## config.mk

```make
export PLATFORM = sky130hd
export DESIGN_NAME = cdp_clock_ctrl
export DESIGN_NICKNAME = d
export VERILOG_FILES = /design/src/shared/cdp_pkg.sv /design/src/hdl/cdp_lock_counter.sv /design/src/hdl/cdp_tick_div.sv /design/src/hdl/cdp_clock_ctrl.sv
export SDC_FILE = /design/constraint.sdc
export NUM_CORES = 1
export LEC_CHECK = 0
export ABC_AREA = 1
export BUFFER_PORTS_ARGS = -buffer_cell sky130_fd_sc_hd__buf_4
export CORE_ASPECT_RATIO = 1.75
export CORE_MARGIN = 4
export CORE_UTILIZATION = 50
export DETAILED_ROUTE_END_ITERATION = 7
export PLACE_DENSITY = 0.71
export REMOVE_ABC_BUFFERS = 1
export SLEW_MARGIN = 20
export SYNTH_ARGS = -nofsm -noshare
export SYNTH_HDL_FRONTEND = slang
export SYNTH_SLANG_ARGS = --single-unit
```

## constraint.sdc

```tcl
create_clock -name clk -period 5.07 [get_ports clk]
set_input_delay 1.014 -clock clk [delete_from_list [all_inputs] [get_ports clk]]
set_output_delay 1.014 -clock clk [all_outputs]
set_load 0.02 [all_outputs]
```

## src/shared/cdp_pkg.sv

```systemverilog
// Purpose: Shared constants and types of the clock divider and power mode block
// Assumes: 32-bit AHB-Lite register bus, one 25 MHz input clock
// Notes:   Offsets are byte addresses within the slave window
package cdp_pkg;
  localparam logic [7:0]  OFS_LOCK   = 8'h00;
  localparam logic [7:0]  OFS_MCFG   = 8'h04;
  localparam logic [7:0]  OFS_UCFG   = 8'h08;
  localparam logic [7:0]  OFS_CTRL   = 8'h0c;
  localparam logic [7:0]  OFS_SLOW   = 8'h10;
  localparam logic [7:0]  OFS_RATIO  = 8'h14;
  localparam logic [7:0]  OFS_STAT   = 8'h18;

  localparam logic [23:0] LOCK_RST   = 24'hffffff;
  localparam int          LOCK_W     = 12;
  localparam int          LOCK_M_LSB = 0;
  localparam int          LOCK_U_LSB = 12;
  localparam logic [19:0] PLLCFG_RST = 20'h00000;
  localparam logic [15:0] PERI_RST   = 16'hffff;
  localparam int          CTRL_IDLE  = 16;
  localparam int          CTRL_OFF   = 17;
  localparam logic [7:0]  SLOW_RST   = 8'h00;
  localparam logic [2:0]  RATIO_RST  = 3'h0;

  // Least PLL settling time against the programmed main count
  localparam int          CLK_MHZ      = 25;
  localparam int          LOCK_MIN_US  = 150;
  localparam logic [11:0] LOCK_MIN_CYC = 12'(LOCK_MIN_US * CLK_MHZ);

  typedef struct packed {
    logic       usbOff;
    logic       rsvd6;
    logic       mainOff;
    logic       slowOn;
    logic       rsvd3;
    logic [2:0] val;
  } cdp_slow_s;

  typedef struct packed {
    logic quarter;
    logic half;
    logic periph;
  } cdp_ratio_s;

  typedef enum logic [2:0] {
    CS_XTAL = 3'h0, CS_LOCK = 3'h1, CS_PLL = 3'h3, CS_SLOW = 3'h2, CS_SLOWLOCK = 3'h6
  } cdp_core_e;

  typedef enum logic [1:0] {
    US_XTAL = 2'h0, US_LOCK = 2'h1, US_PLL = 2'h3, US_OFF = 2'h2
  } cdp_usb_e;

  typedef enum logic [1:0] {
    PM_RUN = 2'h0, PM_IDLE = 2'h1, PM_OFF = 2'h2
  } cdp_mode_e;
endpackage : cdp_pkg

```

## src/hdl/cdp_lock_counter.sv

```systemverilog
// Purpose: One PLL lock interval timer counting input clock cycles
// Assumes: load and count come from logic on the same clock
// Notes:   done is a one-cycle pulse at the end of the interval
module cdp_lock_counter
  import cdp_pkg::*;
(
  input  wire logic              clk,   // input clock
  input  wire logic              rst,   // sync reset
  input  wire logic              load,  // start interval
  input  wire logic [LOCK_W-1:0] count, // interval length
  output logic                   busy,  // interval running
  output logic                   done   // interval ended
);
  logic [LOCK_W-1:0] cnt_reg;

  always_ff @(posedge clk) begin
    if (rst) begin
      cnt_reg <= '0;
      busy    <= 1'b0;
      done    <= 1'b0;
    end else if (load) begin
      cnt_reg <= count;
      busy    <= 1'b1;
      done    <= 1'b0;
    end else if (busy && cnt_reg == '0) begin
      busy <= 1'b0;
      done <= 1'b1;
    end else begin
      cnt_reg <= busy ? cnt_reg - 1'b1 : cnt_reg;
      done    <= 1'b0;
    end
  end
endmodule : cdp_lock_counter

```

## src/hdl/cdp_tick_div.sv

```systemverilog
// Purpose: Divides a tick stream by 1, 2 or 4
// Assumes: tickIn is a one-cycle enable pulse
// Notes:   restart realigns the phase when a new ratio is applied
module cdp_tick_div (
  input  wire logic       clk,     // input clock
  input  wire logic       rst,     // sync reset
  input  wire logic       restart, // clear phase
  input  wire logic       tickIn,  // source tick
  input  wire logic [1:0] sel,     // 0:/1 1:/2 2:/4
  output logic            tickOut  // divided tick
);
  logic [1:0] cnt_reg;
  logic [1:0] mask;

  always_comb begin
    case (sel)
      2'h1:    mask = 2'h1;
      2'h2:    mask = 2'h3;
      default: mask = 2'h0;
    endcase
  end

  assign tickOut = tickIn && ((cnt_reg & mask) == mask);

  always_ff @(posedge clk) begin
    if (rst || restart) begin
      cnt_reg <= 2'h0;
    end else if (tickIn) begin
      cnt_reg <= cnt_reg + 2'h1;
    end
  end
endmodule : cdp_tick_div

```

## src/hdl/cdp_clock_ctrl.sv

```systemverilog
// Purpose: Clock source, ratio and power mode control with AHB-Lite registers
// Assumes: clk is the crystal or external input clock; PLL clocks are
//          represented by enables and source selects
// Notes:   Clock outputs are one-cycle enables, not clock edges
//
// Contract
// [RL1] New main PLL values start a lock interval with core clock gated. In slow mode the core keeps its slow clock instead.
// [RL2] USB clock: input clock, low during lock, then PLL, input clock when off; once configured, re-enable selects PLL at once, not held low.
// [RL3] Three ratio bits select core, bus and peripheral divide ratios.
// [RL4] Ratio written during lock applies at lock end, also at mode change.
// [RL5] Otherwise ratio applies after 1.5 bus periods, one from 1:1:1.
// [RL6] Halved bus with fast bus mode clocks the CPU from bus clock.
// [RL7] Normal and slow clock everything; idle stops CPU; power-off cuts all.
// [RL8] Software enable bits gate each peripheral clock; basic blocks stay clocked.
// [RL9] Idle returns to normal on external, alarm or other interrupt.
// [RL10] Slow core clock is input divided by one or twice the field.
// [RL11] Slow bus and peripheral clocks follow the halving bits.
// [RL12] Leaving slow with PLL off times lock while core stays slow.
// [RL13] Setting slow with PLL running switches at once, no lock.
// [RL14] Clearing slow after lock switches to PLL at once.
// [RL15] Clearing slow and PLL-off together waits for lock before PLL.
// [RL16] Power-off wakes only on external interrupts 15 to 0 or alarm.
// [RL17] Software programs the ratio after PLL values within frequency limits.
// [RL18] Software leaves fast bus mode when halving the bus clock.
// [RL19] After reset core clock is the input clock until PLL configured.
// [RL20] Lock count holds main count in 11:0, USB in 23:12, reset all ones.
// [RL21] Lock counters load on reprogram or enable and count input cycles.
module cdp_clock_ctrl
  import cdp_pkg::*;
(
  input  wire logic        clk,          // input clock, 25 MHz
  input  wire logic        rst,          // sync reset, active high
  input  wire logic        hsel,         // AHB select
  input  wire logic [31:0] haddr,        // AHB address
  input  wire logic [1:0]  htrans,       // AHB transfer type
  input  wire logic        hwrite,       // AHB write
  input  wire logic [2:0]  hsize,        // AHB size, word only
  input  wire logic [31:0] hwdata,       // AHB write data
  input  wire logic        hready,       // AHB bus ready
  output logic             hreadyout,    // AHB slave ready
  output logic [31:0]      hrdata,       // AHB read data
  output logic             hresp,        // AHB response, always OKAY
  input  wire logic [23:0] extIrqPin,    // external interrupt pins
  input  wire logic        rtcAlarmPin,  // alarm from the RTC domain
  input  wire logic        otherIrq,     // any other pending interrupt
  input  wire logic        fastBusMode,  // CPU bus interface in fast mode
  output logic             coreClkEn,    // core clock tick
  output logic             cpuClkEn,     // CPU core tick
  output logic             busClkEn,     // high-speed bus tick
  output logic             periphClkEn,  // peripheral bus tick
  output logic [15:0]      periphGateEn, // per-peripheral ticks
  output logic             coreFromPll,  // core clock taken from PLL
  output logic             mainPllOn,    // main PLL enable
  output logic [19:0]      mainPllCfg,   // main PLL divider values
  output logic             usbPllOn,     // USB PLL enable
  output logic [19:0]      usbPllCfg,    // USB PLL divider values
  output logic             usbClkFromPll,// USB clock from USB PLL
  output logic             usbClkRun,    // USB clock not held low
  output logic             powerEnable,  // core supply enable
  output logic             gpioHold      // hold pin states
);
  function automatic logic [3:0] ratioSel(input cdp_ratio_s r);
    case ({r.quarter, r.half, r.periph})
      3'h1:    ratioSel = 4'h1;
      3'h2:    ratioSel = 4'h4;
      3'h3:    ratioSel = 4'h5;
      3'h4:    ratioSel = 4'h8;
      default: ratioSel = 4'h0;
    endcase
  endfunction : ratioSel

  function automatic logic [3:0] slowDivisor(input logic [2:0] v);
    slowDivisor = (v == 3'h0) ? 4'h1 : {v, 1'b0};
  endfunction : slowDivisor

  logic        accept;
  logic        dWr_reg;
  logic        dRd_reg;
  logic [7:0]  dAddr_reg;
  logic        wrLock;
  logic        wrMcfg;
  logic        wrUcfg;
  logic        wrCtrl;
  logic        wrSlow;
  logic        wrRatio;
  logic [23:0] lock_count_reg;
  logic [19:0] mcfg_reg;
  logic [19:0] ucfg_reg;
  logic [15:0] periGate_reg;
  cdp_slow_s   slow_clock_ctrl_reg;
  cdp_slow_s   slowNext;
  cdp_ratio_s  clock_ratio_reg;
  cdp_ratio_s  ratioAct_reg;
  logic        mcfgDone_reg;
  logic        ucfgDone_reg;
  logic        pllOn_reg;
  logic        pllOnNext;
  cdp_core_e   core_reg;
  cdp_usb_e    usb_reg;
  cdp_mode_e   mode_reg;
  cdp_mode_e   modePrev_reg;
  logic [23:0] extMeta_reg;
  logic [23:0] extSync_reg;
  logic        rtcMeta_reg;
  logic        rtcSync_reg;
  logic        mainLoad;
  logic        mainBusy;
  logic        mainDone;
  logic        usbLoad;
  logic        usbBusy;
  logic        usbDone;
  logic        mainLocked;
  logic        locking;
  logic [3:0]  slowCnt_reg;
  logic        slowTick;
  logic        coreTick;
  logic        busTick;
  logic        perTick;
  logic [3:0]  sel;
  logic        pend_reg;
  logic        armed_reg;
  logic [1:0]  halfCnt_reg;
  logic        applyNow;

  // Register bus: writes take no wait state, reads one
  assign accept  = hsel && htrans[1] && hready;
  assign wrLock  = dWr_reg && dAddr_reg == OFS_LOCK;
  assign wrMcfg  = dWr_reg && dAddr_reg == OFS_MCFG;
  assign wrUcfg  = dWr_reg && dAddr_reg == OFS_UCFG;
  assign wrCtrl  = dWr_reg && dAddr_reg == OFS_CTRL;
  assign wrSlow  = dWr_reg && dAddr_reg == OFS_SLOW;
  assign wrRatio = dWr_reg && dAddr_reg == OFS_RATIO;
  assign slowNext = cdp_slow_s'(hwdata[7:0]);

  always_ff @(posedge clk) begin
    if (rst) begin
      dWr_reg   <= 1'b0;
      dRd_reg   <= 1'b0;
      dAddr_reg <= 8'h00;
    end else begin
      dWr_reg <= accept && hwrite;
      dRd_reg <= accept && !hwrite;
      if (accept) begin
        dAddr_reg <= haddr[7:0];
      end
    end
  end

  // The wait state covers read data, which is registered one cycle after the address phase
  always_ff @(posedge clk) begin
    if (rst) begin
      hreadyout <= 1'b1;
      hresp     <= 1'b0;
    end else begin
      hreadyout <= !(accept && !hwrite);
      hresp     <= 1'b0;
    end
  end

  always_ff @(posedge clk) begin
    if (rst) begin
      hrdata <= 32'h00000000;
    end else if (dRd_reg) begin
      case (dAddr_reg)
        OFS_LOCK:  hrdata <= {8'h00, lock_count_reg};
        OFS_MCFG:  hrdata <= {12'h000, mcfg_reg};
        OFS_UCFG:  hrdata <= {12'h000, ucfg_reg};
        OFS_CTRL:  hrdata <= {14'h0000, mode_reg == PM_OFF, mode_reg == PM_IDLE, periGate_reg};
        OFS_SLOW:  hrdata <= {24'h000000, slow_clock_ctrl_reg};
        OFS_RATIO: hrdata <= {29'h00000000, clock_ratio_reg};
        OFS_STAT:  hrdata <= {19'h00000, lock_count_reg[11:0] < LOCK_MIN_CYC, ratioAct_reg,
                              mode_reg, usb_reg, core_reg, usbBusy, mainBusy};
        default:   hrdata <= 32'h00000000;
      endcase
    end
  end

  // Software registers
  always_ff @(posedge clk) begin
    if (rst) begin
      lock_count_reg <= LOCK_RST; // see [RL20]
    end else if (wrLock) begin
      lock_count_reg <= hwdata[23:0];
    end
  end

  always_ff @(posedge clk) begin
    if (rst) begin
      mcfg_reg     <= PLLCFG_RST;
      mcfgDone_reg <= 1'b0;
      ucfg_reg     <= PLLCFG_RST;
      ucfgDone_reg <= 1'b0;
    end else begin
      if (wrMcfg) begin
        mcfg_reg     <= hwdata[19:0];
        mcfgDone_reg <= 1'b1;
      end
      if (wrUcfg) begin
        ucfg_reg     <= hwdata[19:0];
        ucfgDone_reg <= 1'b1;
      end
    end
  end

  always_ff @(posedge clk) begin
    if (rst) begin
      periGate_reg <= PERI_RST;
    end else if (wrCtrl) begin
      periGate_reg <= hwdata[15:0];
    end
  end

  always_ff @(posedge clk) begin
    if (rst) begin
      slow_clock_ctrl_reg <= cdp_slow_s'(SLOW_RST);
    end else if (wrSlow) begin
      slow_clock_ctrl_reg <= {slowNext.usbOff, 1'b0, slowNext.mainOff, slowNext.slowOn, 1'b0, slowNext.val};
    end
  end

  always_ff @(posedge clk) begin
    if (rst) begin
      clock_ratio_reg <= cdp_ratio_s'(RATIO_RST);
    end else if (wrRatio) begin
      clock_ratio_reg <= cdp_ratio_s'(hwdata[2:0]);
    end
  end

  // Wake sources come from other domains
  always_ff @(posedge clk) begin
    if (rst) begin
      extMeta_reg <= 24'h000000;
      extSync_reg <= 24'h000000;
      rtcMeta_reg <= 1'b0;
      rtcSync_reg <= 1'b0;
    end else begin
      extMeta_reg <= extIrqPin;
      extSync_reg <= extMeta_reg;
      rtcMeta_reg <= rtcAlarmPin;
      rtcSync_reg <= rtcMeta_reg;
    end
  end

  // Main PLL may only be off while slow mode is on
  assign pllOnNext = !(slowNext.slowOn && slowNext.mainOff);

  always_ff @(posedge clk) begin
    if (rst) begin
      pllOn_reg <= 1'b1;
    end else if (wrSlow) begin
      pllOn_reg <= pllOnNext;
    end
  end

  assign mainLoad   = (wrMcfg && pllOn_reg) || (wrSlow && !pllOn_reg && pllOnNext); // see [RL21]
  assign mainLocked = mcfgDone_reg && pllOn_reg && !mainBusy;
  assign usbLoad    = (wrUcfg && usb_reg != US_OFF) || (wrSlow && usb_reg == US_OFF && !slowNext.usbOff);

  cdp_lock_counter u_mainLock (
    .clk   (clk),
    .rst   (rst),
    .load  (mainLoad),
    .count (lock_count_reg[LOCK_M_LSB +: LOCK_W]),
    .busy  (mainBusy),
    .done  (mainDone)
  );

  cdp_lock_counter u_usbLock (
    .clk   (clk),
    .rst   (rst),
    .load  (usbLoad),
    .count (lock_count_reg[LOCK_U_LSB +: LOCK_W]),
    .busy  (usbBusy),
    .done  (usbDone)
  );

  // Core clock source
  always_ff @(posedge clk) begin
    if (rst) begin
      core_reg <= CS_XTAL; // see [RL19]
    end else if (wrSlow && slowNext.slowOn) begin
      core_reg <= CS_SLOW; // see [RL13]
    end else if (wrSlow && slow_clock_ctrl_reg.slowOn) begin
      if (mainLocked && pllOnNext) begin
        core_reg <= CS_PLL; // see [RL14]
      end else if (mcfgDone_reg) begin
        core_reg <= CS_SLOWLOCK; // see [RL12] see [RL15]
      end else begin
        core_reg <= CS_XTAL;
      end
    end else if (wrMcfg && (core_reg == CS_XTAL || core_reg == CS_PLL || core_reg == CS_LOCK)) begin
      core_reg <= CS_LOCK; // see [RL1]
    end else if (mainDone && (core_reg == CS_LOCK || core_reg == CS_SLOWLOCK)) begin
      core_reg <= CS_PLL; // see [RL19]
    end
  end

  // USB clock source
  always_ff @(posedge clk) begin
    if (rst) begin
      usb_reg <= US_XTAL; // see [RL2]
    end else if (wrSlow && slowNext.usbOff) begin
      usb_reg <= US_OFF; // see [RL2]
    end else if (wrSlow && usb_reg == US_OFF) begin
      usb_reg <= ucfgDone_reg ? US_PLL : US_XTAL; // see [RL2]
    end else if (wrUcfg && usb_reg != US_OFF) begin
      usb_reg <= US_LOCK; // see [RL2]
    end else if (usbDone && usb_reg == US_LOCK) begin
      usb_reg <= US_PLL;
    end
  end

  // Power mode; state loss of the real power-off is not modelled
  always_ff @(posedge clk) begin
    if (rst) begin
      mode_reg     <= PM_RUN;
      modePrev_reg <= PM_RUN;
    end else begin
      modePrev_reg <= mode_reg;
      case (mode_reg)
        PM_RUN: begin
          if (wrCtrl && hwdata[CTRL_OFF]) begin
            mode_reg <= PM_OFF;
          end else if (wrCtrl && hwdata[CTRL_IDLE]) begin
            mode_reg <= PM_IDLE;
          end
        end
        PM_IDLE: begin
          if ((|extSync_reg) || rtcSync_reg || otherIrq) begin
            mode_reg <= PM_RUN; // see [RL9]
          end
        end
        PM_OFF: begin
          if ((|extSync_reg[15:0]) || rtcSync_reg) begin
            mode_reg <= PM_RUN; // see [RL16]
          end
        end
        default: mode_reg <= PM_RUN;
      endcase
    end
  end

  // Slow clock divider on the input clock
  assign slowTick = slowCnt_reg == slowDivisor(slow_clock_ctrl_reg.val) - 4'h1;

  always_ff @(posedge clk) begin
    if (rst || slowTick || wrSlow) begin
      slowCnt_reg <= 4'h0;
    end else begin
      slowCnt_reg <= slowCnt_reg + 4'h1; // see [RL10]
    end
  end

  always_comb begin
    case (core_reg)
      CS_XTAL, CS_PLL:      coreTick = mode_reg != PM_OFF; // see [RL7]
      CS_SLOW, CS_SLOWLOCK: coreTick = slowTick && mode_reg != PM_OFF; // see [RL10] see [RL12]
      default:              coreTick = 1'b0; // see [RL1]
    endcase
  end

  // Ratio application
  assign locking  = core_reg == CS_LOCK || core_reg == CS_SLOWLOCK;
  assign sel      = ratioSel(ratioAct_reg); // see [RL3]
  assign applyNow = pend_reg && (locking ? mainDone // see [RL4]
                    : (mode_reg != modePrev_reg) // see [RL4]
                    || (ratioAct_reg == cdp_ratio_s'(RATIO_RST) ? busTick // see [RL5]
                    : (armed_reg && halfCnt_reg == sel[3:2]))); // see [RL5]

  always_ff @(posedge clk) begin
    if (rst) begin
      ratioAct_reg <= cdp_ratio_s'(RATIO_RST);
      pend_reg     <= 1'b1;
      armed_reg    <= 1'b0;
      halfCnt_reg  <= 2'h0;
    end else begin
      if (applyNow) begin
        ratioAct_reg <= clock_ratio_reg;
      end
      pend_reg <= wrRatio || (pend_reg && !applyNow);
      if (applyNow || wrRatio) begin
        armed_reg   <= 1'b0;
        halfCnt_reg <= 2'h0;
      end else if (pend_reg && !locking && busTick) begin
        armed_reg   <= 1'b1;
        halfCnt_reg <= 2'h0;
      end else if (armed_reg && coreTick) begin
        halfCnt_reg <= halfCnt_reg + 2'h1;
      end
    end
  end

  cdp_tick_div u_busDiv (
    .clk     (clk),
    .rst     (rst),
    .restart (applyNow),
    .tickIn  (coreTick),
    .sel     (sel[3:2]),
    .tickOut (busTick) // see [RL3] see [RL11]
  );

  cdp_tick_div u_perDiv (
    .clk     (clk),
    .rst     (rst),
    .restart (applyNow),
    .tickIn  (busTick),
    .sel     (sel[1:0]),
    .tickOut (perTick) // see [RL3] see [RL11]
  );

  // Registered clock enables
  always_ff @(posedge clk) begin
    if (rst) begin
      coreClkEn    <= 1'b0;
      cpuClkEn     <= 1'b0;
      busClkEn     <= 1'b0;
      periphClkEn  <= 1'b0;
      periphGateEn <= 16'h0000;
    end else begin
      coreClkEn    <= coreTick;
      cpuClkEn     <= mode_reg == PM_RUN && ((ratioAct_reg.half && fastBusMode) ? busTick : coreTick); // see [RL6] see [RL7]
      busClkEn     <= busTick;
      periphClkEn  <= perTick;
      periphGateEn <= {16{perTick}} & periGate_reg; // see [RL8]
    end
  end

  always_ff @(posedge clk) begin
    if (rst) begin
      coreFromPll   <= 1'b0;
      mainPllOn     <= 1'b1;
      mainPllCfg    <= PLLCFG_RST;
      usbPllOn      <= 1'b1;
      usbPllCfg     <= PLLCFG_RST;
      usbClkFromPll <= 1'b0;
      usbClkRun     <= 1'b1;
      powerEnable   <= 1'b1;
      gpioHold      <= 1'b0;
    end else begin
      coreFromPll   <= core_reg == CS_PLL;
      mainPllOn     <= pllOn_reg;
      mainPllCfg    <= mcfg_reg;
      usbPllOn      <= usb_reg != US_OFF;
      usbPllCfg     <= ucfg_reg;
      usbClkFromPll <= usb_reg == US_PLL; // see [RL2]
      usbClkRun     <= usb_reg != US_LOCK; // see [RL2]
      powerEnable   <= mode_reg != PM_OFF; // see [RL7]
      gpioHold      <= mode_reg == PM_OFF; // see [RL7]
    end
  end
endmodule : cdp_clock_ctrl

```

==> out/qor.txt, run 1 <==
CTS H-tree lvls - 1
Post-synth top area cell - dfxtp_1
Initial drt markers - 906
Worst slew margin - 34.7%
Num Clock Sinks - 295
Share of cells above drive strength 1 - 16.3%
RSZ-0062 raised after global routing - false
Area growth syn-to-layout - 18.9%
Largest family of logic cells by synthesized area - simple AND/OR/NAND/NOR gates
Worst slew pin tran - 0.977 ns
Leak - 0.00591 uW
Main flop type after synthesis - dfxtp_1
Cells after Synth - 1,402
CTS Buffer Depth - 3
Crit start category - flip-flop
Via count - 9,523
Design area - 13,300 um2
Setup repair bufs after CTS - 0
CTS root buffer - clkbuf_16
1st-pass router iterations - 5
IO buf count - 156
Fin crit share - 57.2%
Setup CP Type - reg2reg
Final #Nets - 1,636
Wire length per cell - 15.8 um
Library cells used by synthesis - 49
Mean Syn Cell Area - 7.99 um2
Synth area leaders - dfxtp_1, nand2_1, inv_1, nor2_1, a21oi_1
Hold-fix buffers, CTS - 0
Vias in the first global route - 8,978
Routed WL - 29,100 um
Cell Rows - 72
Via density - 5.17
VDD IR max - 243 uV
Arrival time of the worst setup path - 3.28 ns
Grt total ovfl - 0
Top cells by instance count after synthesis - dfxtp_1, nand2_1, inv_1
Nature of the critical path endpoint - flip-flop
Hpwl dp - 19,600 um
ANT nets after route - 0
Worst Skew - 0.0119 ns
Mux contribution to synthesized area - 0%
Status - complete, no violations
Synth warn - 0
Number of synthesized flops with an enable pin - 0
Synth top area share - 52.7%
Max Cap Violations - 0
Sequential share of the synthesized area - 52.7%
Final Max Tran Viols - 0
# DRC - 0
CTS buffer count - 26
Initial antenna violation count - 0
Core Area - 22,100 um2
Final min period - 2.90 ns
Xor/xnor cell area share of the yosys netlist - 1.56%
I/O pins - 202
Top-count cell post-synth - dfxtp_1
Setup_tns - 0 ns
CTS tree - yes
GPL Wtd Cong - 0.900
Post-Synthesis Cell Area - 11,200 um2
Die height - 206 um
Hold Path Class - reg2reg
Simple-Gate Fraction of Synth Area - 19.6%
Compound-Gate Fraction of Synth Area - 15.7%
Fraction of the mapped netlist area in adder cells - 0.447%
Async SR Flop Fraction - 0%
Yosys reg bits - 295
CP Data Required Time - 5.45 ns
Overall routing resource usage - 22.9%
First-pass GRT wire length - 45,500 um
Placed cell area - 12,500 um2
Pwr dens - 393 nW/um2
Worst Path Max Fanout - 36
Starting Density - 50.7%
Diodes inserted - 0
Final Hold Viols - 0
DIE AREA - 24,900 um2
Peak Freq - 345 MHz
Width of the die - 121 um
Largest net degree at the start of global routing - 77
Final setup vio count - 0
Clk_lat worst skew - 0.55 ns
CTS-repair resized insts - 0
Clock transition at path regs - 0.06 ns
==> critical path: stages, from the launching register on <==
cell and delay, ns:
dfxtp_1 0.31, inv_1 0.07, nand2_1 0.15, nor3_4 0.21
nand2_2 0.49, nor2_8 0.37, inv_2 0.33, nand2_1 0.17
nand2_2 0.16, nand2_2 0.20, inv_2 0.08, a22oi_2 0.11
a21oi_1 0.09
==> cell usage in the layout (no fill, tap or decap), drive strengths merged, types with 3 or more instances in the layout <==
cell type and count:
o211ai 37, nor2 179, o22ai 20, a21oi 109, a31oi 14, inv 201
buf 164, nand2 232, nor4 9, nor3 16, o221ai 8, conb 9
xor2 16, ha 4, nand4 5, o21ai 102, clkbuf 38, dfxtp 295
xnor2 4, nand3 57, o31ai 3, clkinv 3
==> layout make-up <==
type | count | area, um2
timing repair buffer | 164 | 1230
fill | 2054 | 8760
clock buffer | 38 | 757
sequential | 295 | 5910
multi-input combinational | 842 | 4220
clock inverter | 6 | 60.1
inverter | 202 | 772
tap | 296 | 370
==> kinds of logic after synthesis <==
kind of cell | count (synthesis)
and+or+nand+nor | 507
AOI/OAI and AO/OA | 302
DFF | 295
buffers and inverters | 273
xor gates and xnor gates | 20
adders and majority gates | 4
other | 1
==> path summary, 6_finish.rpt <==
kind                            slack (ns)                        from                            endpoint  depth (start not counted)
worst max-delay path                  2.17   dAddr_reg[1]$_SDFFE_PP0P_  u_mainLock.cnt_reg[3]$_SDFFE_PP0P_                         12
worst min-delay path                  0.40  extMeta_reg[16]$_SDFF_PP0_          extSync_reg[16]$_SDFF_PP0_                          2
worst max register to register        2.17   dAddr_reg[1]$_SDFFE_PP0P_  u_mainLock.cnt_reg[3]$_SDFFE_PP0P_                         12
worst min register to register        0.40  extMeta_reg[16]$_SDFF_PP0_          extSync_reg[16]$_SDFF_PP0_                          2
==> power breakdown <==
part / switching (uW) / internal [uW]
clock: 841 / 1080
combinational: 492 / 288
sequential: 72.0 / 2460
total: 1400 / 3830
==> per-stage QoR <==
step	hold slack [ns]	total power, uW	std cells	setup slack (ns)	utilization (%)
finish	0.399	5230	1843	2.17	60.3
CTS	0.401	5260	1843	2.18	60.3
global route	0.407	5440	1843	1.98	60.3
floorplan	0.388	3030	1339	1.74	-
detailed placement	0.393	3360	1799	2.01	56.6
global placement	0.390	3350	1799	2.00	56.6
==> per-layer routing <==
metal  track usage, %  vias to the layer above  part of all wire (%)
met4             8.79                        0                   3.5
met2             42.7                      285                    52
met1             26.3                     4425                    38
li1                 -                     4745                     -
met5                0                        -                     0
met3             2.88                       68                   5.6
(Power assumes the default switching activity.)
==> run 2: changes to the inputs <==
ABC_AREA = 0   (was 1)
PLACE_DENSITY = 0.74   (was 0.71)
clock period = 2.5 ns   (was 5.07 ns; I/O delays follow)
==> out/qor.txt, run 2 <==
Yosys reg bits - 295
Share of cells above drive strength 1 - 20.0%
Fin crit share - 92.7%
Int Pwr - 7520 uW
Starting Density - 51.3%
Post-synth top area cell - dfxtp_1
RSZ-0062 raised after global routing - false
Post-Synthesis Cell Area - 11,100 um2
Worst hold endpoint - extMeta_reg[12]$_SDFF_PP0_
I/O pins - 202
First-pass GRT wire length - 47,100 um
Worst Path Max Fanout - 5
Vias in the first global route - 9,064
Worst slew margin - 26.4%
Worst slew pin tran - 1.10 ns
Synth warn - 0
Status - complete, no violations
Comb pwr share - 5.7%
Psw - 2060 uW
Area growth syn-to-layout - 23.0%
Final Hold Viols - 0
CTS root buffer - clkbuf_16
Hpwl dp - 21,600 um
Initial antenna violation count - 0
Wire length per cell - 17.7 um
Routed WL - 30,500 um
Most common cell after layout, fill and taps aside - dfxtp_1
Top cells by instance count after synthesis - dfxtp_1, nand2_1, a21oi_1
CTS tree - yes
Core Area - 21,700 um2
Cell count after placement - 1,674
Worst Skew - 0.00873 ns
Hold Path Depth - 2
Setup CP Type - reg2reg
VDD IR max - 544 uV
Final setup vio count - 0
Arrival time of the worst setup path - 2.73 ns
Diodes inserted - 0
Switching share of power - 21.5%
IO buf count - 156
Width of the die - 121 um
# fillers - 1,889
Max Cap Violations - 0
Nature of the critical path endpoint - flip-flop
Peak Freq - 432 MHz
Top-count cell post-synth - dfxtp_1
Initial drt markers - 833
Clock transition at path regs - 0.07 ns
Clk_lat worst skew - 0.54 ns
Largest net degree at the start of global routing - 60
CP Data Required Time - 2.92 ns
GPL Wtd Cong - 0.893
Async SR Flop Fraction - 0%
Pwr dens - 701 nW/um2
Main flop type after synthesis - dfxtp_1
Grt total ovfl - 0
Synth top area share - 53.2%
Origin of the worst min-delay path - extIrqPin[12]
Cell Rows - 71
Synth area leaders - dfxtp_1, nand2_1, nor2b_1, a21oi_1, nor2_1
ANT nets after route - 0
Leak - 0.00565 uW
Worst r2r src - ratioAct_reg[2]$_SDFFE_PP0P_
Most frequent cells in the layout - dfxtp_1, nand2_1, buf_4, a21oi_1, nor2b_1
Hold Path Class - in2reg
Sequential share of the synthesized area - 53.2%
Total Power - 9580 uW
Register share of total power - 50.3%
Worst r2r path cells - 8
Register-to-register setup slack - 0.18 ns
R2R Path End - ratioAct_reg[2]$_SDFFE_PP0P_
Num Clock Sinks - 295
Final Max Tran Viols - 0
Via count - 9,421
Cells after Synth - 1,248
Number of synthesized flops with an enable pin - 0
Overall routing resource usage - 23.9%
1st-pass router iterations - 6
CTS Buffer Depth - 3
Via density - 5.48
CTS H-tree lvls - 1
Setup slack at placement - 0.0129 ns
DIE AREA - 24,800 um2
Crit start category - flip-flop
Die height - 205 um
Clock power share - 43.9%
Worst Slack Setup Final - 0.183 ns
Library cells used by synthesis - 74
Final #Nets - 1,517
Fin cells - 1,720
Final min period - 2.32 ns
CTS buffer count - 26
# DRC - 0
Mean Syn Cell Area - 8.90 um2
## run 2: cell types whose count changed after synthesis, sizes merged, moves of 21 or more
| cell | previous run | this run |
|---|---|---|
| o21ai | 102 | 13 |
| inv | 201 | 15 |
| nor2b | 0 | 97 |
| and2 | 1 | 22 |
| nor2 | 179 | 88 |
| o211ai | 37 | 6 |
## run 2: per-stage QoR
step / TNS [ns] / hold WS [ns] / instance area, um2 / util [%]
floorplan: -16.35 / 0.414 / 10800 / -
global placement: 0 / 0.417 / 12700 / 58.8
detailed placement: 0 / 0.422 / 12700 / 58.8
CTS: 0 / 0.159 / 13700 / 63.0
global route: 0 / 0.169 / 13700 / 63.1
finish: 0 / 0.172 / 13700 / 63.1
## run 2: what timing repair did
action / 4_1_cts / 5_1_grt
gates resized for setup: 0 / 4
gates cloned: 0 / 0
buffers inserted: 2 / 0
hold buffers: 0 / 0
setup endpoints to repair: 2 / 9
pin swaps: 1 / 0
## run 2: cell type report
class	count	area [um2]	area share (%)
well taps	292	365	2.67
multi-input cells	859	4800	35.1
clock inverters	8	149	1.09
inverters	15	56.3	0.412
repair buffers	215	1640	12.0
flip-flops and latches	295	5910	43.2
clock buffers	36	749	5.48
## run 2: worst max path at each step
| stage | startpoint | to | slack (ns) | cells past startpoint |
|---|---|---|---|---|
| 6_report | ratioAct_reg[2]$_SDFFE_PP0P_ | ratioAct_reg[2]$_SDFFE_PP0P_ | 0.18 | 8 |
| 3_3_place_gp | core_reg[1]$_SDFFE_PP0P_ | ratioAct_reg[2]$_SDFFE_PP0P_ | 0.02 | 6 |
| 5_1_grt | u_mainLock.cnt_reg[2]$_SDFFE_PP0P_ | u_mainLock.cnt_reg[2]$_SDFFE_PP0P_ | 0.01 | 6 |
| 4_1_cts | ratioAct_reg[2]$_SDFFE_PP0P_ | ratioAct_reg[2]$_SDFFE_PP0P_ | 0.11 | 8 |
| 3_5_place_dp | core_reg[1]$_SDFFE_PP0P_ | halfCnt_reg[1]$_SDFFE_PP0P_ | 0.01 | 6 |
| 2_1_floorplan | dAddr_reg[4]$_SDFFE_PP0P_ | lock_count_reg[0]$_SDFFE_PP1P_ | -0.45 | 5 |
## run 2: power by group through the flow
stage | registers, uW | logic, uW | clock network (uW)
finish | 4820 | 551 | 4210
CTS | 4820 | 547 | 4260
global placement | 4930 | 536 | 0
detailed placement | 4930 | 544 | 0
floorplan | 4950 | 203 | 0
global route | 4830 | 592 | 4460
## run 2: layer usage
layer	share of wire [%]	global-route usage, %	wire (um)	vias to the layer above
li1	-	-	-	4543
met1	35	25.0	10500	4405
met2	54	45.0	16400	371
met3	6.2	3.47	1890	102
met4	5.5	13.2	1670	0
met5	0	0	0	-
## run 2: cells by family (layout without fill, tap and decap cells)
group | count (synthesis) | count (layout) | synth area share [%]
flops | 295 | 295 | 53.2
simple gates | 586 | 586 | 25.8
mux | 21 | 21 | 1.97
buf+inv | 102 | 274 | 3.98
xor+xnor | 25 | 25 | 1.97
compound gates | 214 | 214 | 12.6
other cells | 1 | 9 | 0.0338
fa+ha+maj | 4 | 4 | 0.451
## run 2: critical path: stages, from the launching register on
cell and delay (ns):
dfxtp_1 0.41, nor3b_2 0.28, ha_1 0.18, o221ai_1 0.17
a2111oi_1 0.57, o311ai_2 0.19, buf_4 0.19, mux2i_1 0.15
nor2_1 0.05
==> run 3: changes to the inputs <==
CORE_MARGIN = 1   (was 4)
==> out/qor.txt, run 3 (same netlist as run 2, synthesis figures left out) <==
CTS root buffer - clkbuf_16
ANT nets after route - 0
I/O pins - 202
Final setup vio count - 0
Max Cap Violations - 0
Clk_lat worst skew - 0.53 ns
CP peak stage delay - 0.55 ns
Via count - 9,466
Overall routing resource usage - 25.7%
Initial drt markers - 673
Status - complete, no violations
1st-pass router iterations - 5
Starting Density - 51.3%
Fin crit share - 95.0%
Comb pwr share - 5.9%
Post-layout util - 63.3%
CTS-repair resized insts - 0
Worst Skew - 0.0172 ns
Hold WS - 0.177 ns
Routed WL - 29,800 um
Width of the die - 115 um
DIE AREA - 22,800 um2
Multi-input gate area - 4790 um2
Die height - 199 um
CP max-delay cell - or4_4
# DRC - 0
CP Data Required Time - 2.94 ns
Grt met3 use - 3.52%
Setup repair bufs after CTS - 0
Register share of total power - 50.2%
Share of cells above drive strength 1 - 20.3%
Hpwl dp - 21,100 um
CTS tree - yes
Worst Path Max Fanout - 10
GPL Wtd Cong - 0.898
Grt met1 use - 26.1%
Leak - 0.00569 uW
# fillers - 1,872
Peak Freq - 421 MHz
Final Max Tran Viols - 0
Setup CP Type - reg2reg
Switching share of power - 21.7%
First-pass GRT wire length - 45,600 um
CTS buffer count - 26
Num Clock Sinks - 295
Area growth syn-to-layout - 23.6%
Pwr dens - 700 nW/um2
CTS H-tree lvls - 1
RSZ-0062 raised after global routing - false
Initial antenna violation count - 0
Final min period - 2.38 ns
Cell count after placement - 1,678
Most common cell after layout, fill and taps aside - dfxtp_1
Worst slew pin tran - 1.12 ns
Busiest grt layer - met2
Worst path cell trace - or4_4, or3_4, o31ai_4, or4_2, xor2_1, a211oi_1
GRT met2 Usage - 49.9%
Crit start category - flip-flop
Vias in the first global route - 8,933
IO buf count - 156
Nature of the critical path endpoint - flip-flop
Cell Rows - 71
Worst slew margin - 25.5%
Largest net degree at the start of global routing - 92
Int Pwr - 7520 uW
Wire length per cell - 17.3 um
CTS Buffer Depth - 3
Final Hold Viols - 0
Core Area - 21,700 um2
Diodes inserted - 0
Via density - 5.49
Psw - 2080 uW
Most frequent cells in the layout - dfxtp_1, nand2_1, buf_4, a21oi_1, nor2b_1
Fin cells - 1,724
Hold Path Class - in2reg
VDD IR max - 626 uV
Register Area - 5910 um2
Grt total ovfl - 0
Clock power share - 43.9%
Clock transition at path regs - 0.06 ns
Final #Nets - 1,519
Hold-fix buffers, CTS - 0
Arrival time of the worst setup path - 2.81 ns
==> run 3: cell count changes in the layout (fill, tap and decap cells not counted), sizes merged <==
cell      delta
clkinv       +8
inv          -1
clkbuf       -4
clkinvlp     -1
buf          +2
==> run 3: path summary, 6_finish.rpt <==
path	start	to	slack [ns]	depth (start not counted)
worst max-delay path	u_usbLock.cnt_reg[6]$_SDFFE_PP0P_	u_usbLock.cnt_reg[7]$_SDFFE_PP0P_	0.12	6
worst min-delay path	hwdata[23]	lock_count_reg[23]$_SDFFE_PP1P_	0.18	3
worst max register to register	u_usbLock.cnt_reg[6]$_SDFFE_PP0P_	u_usbLock.cnt_reg[7]$_SDFFE_PP0P_	0.12	6
worst min register to register	extMeta_reg[14]$_SDFF_PP0_	extSync_reg[14]$_SDFF_PP0_	0.43	1
==> run 3: layout make-up <==
cell class	instances	share of cell area, %
flip-flops and latches	295	43.0
multi-input cells	859	34.9
repair buffers	217	12.4
well taps	292	2.66
clock inverters	14	1.29
inverters	15	0.410
clock buffers	32	5.35
==> run 3: metal layers <==
metal / routed length, um / vias up
met4: 1520 / 0
met1: 10300 / 4451
met3: 1780 / 88
met5: 0 / -
li1: - / 4548
met2: 16200 / 379
==> run 3: power by group through the flow <==
stage / Sequential (uW) / Combinational, uW / Clock (uW)
6_report: 4820 / 564 / 4220
5_1_grt: 4830 / 601 / 4460
4_1_cts: 4820 / 561 / 4270
3_5_place_dp: 4930 / 559 / 0
3_3_place_gp: 4930 / 553 / 0
2_1_floorplan: 4950 / 203 / 0
==> run 3: metrics by stage <==
step / setup slack [ns] / cell area [um2] / power, uW / TNS (ns)
2_1_floorplan: -0.450 / 10800 / 5150 / -16.35
3_3_place_gp: 0.193 / 12800 / 5480 / 0
3_5_place_dp: 0.153 / 12800 / 5490 / 0
4_1_cts: 0.141 / 13700 / 9650 / 0
5_1_grt: 0.0535 / 13700 / 9890 / 0
6_report: 0.124 / 13700 / 9600 / 0
==> run 3: critical path: cells and delay by family (launching register included) <==
kind / cells / cell delay (ns)
AO/OA/AOI/OAI: 2 / 0.73
XOR/XNOR: 1 / 0.06
flip-flops: 1 / 0.35
AND/OR/NAND/NOR: 3 / 1.14
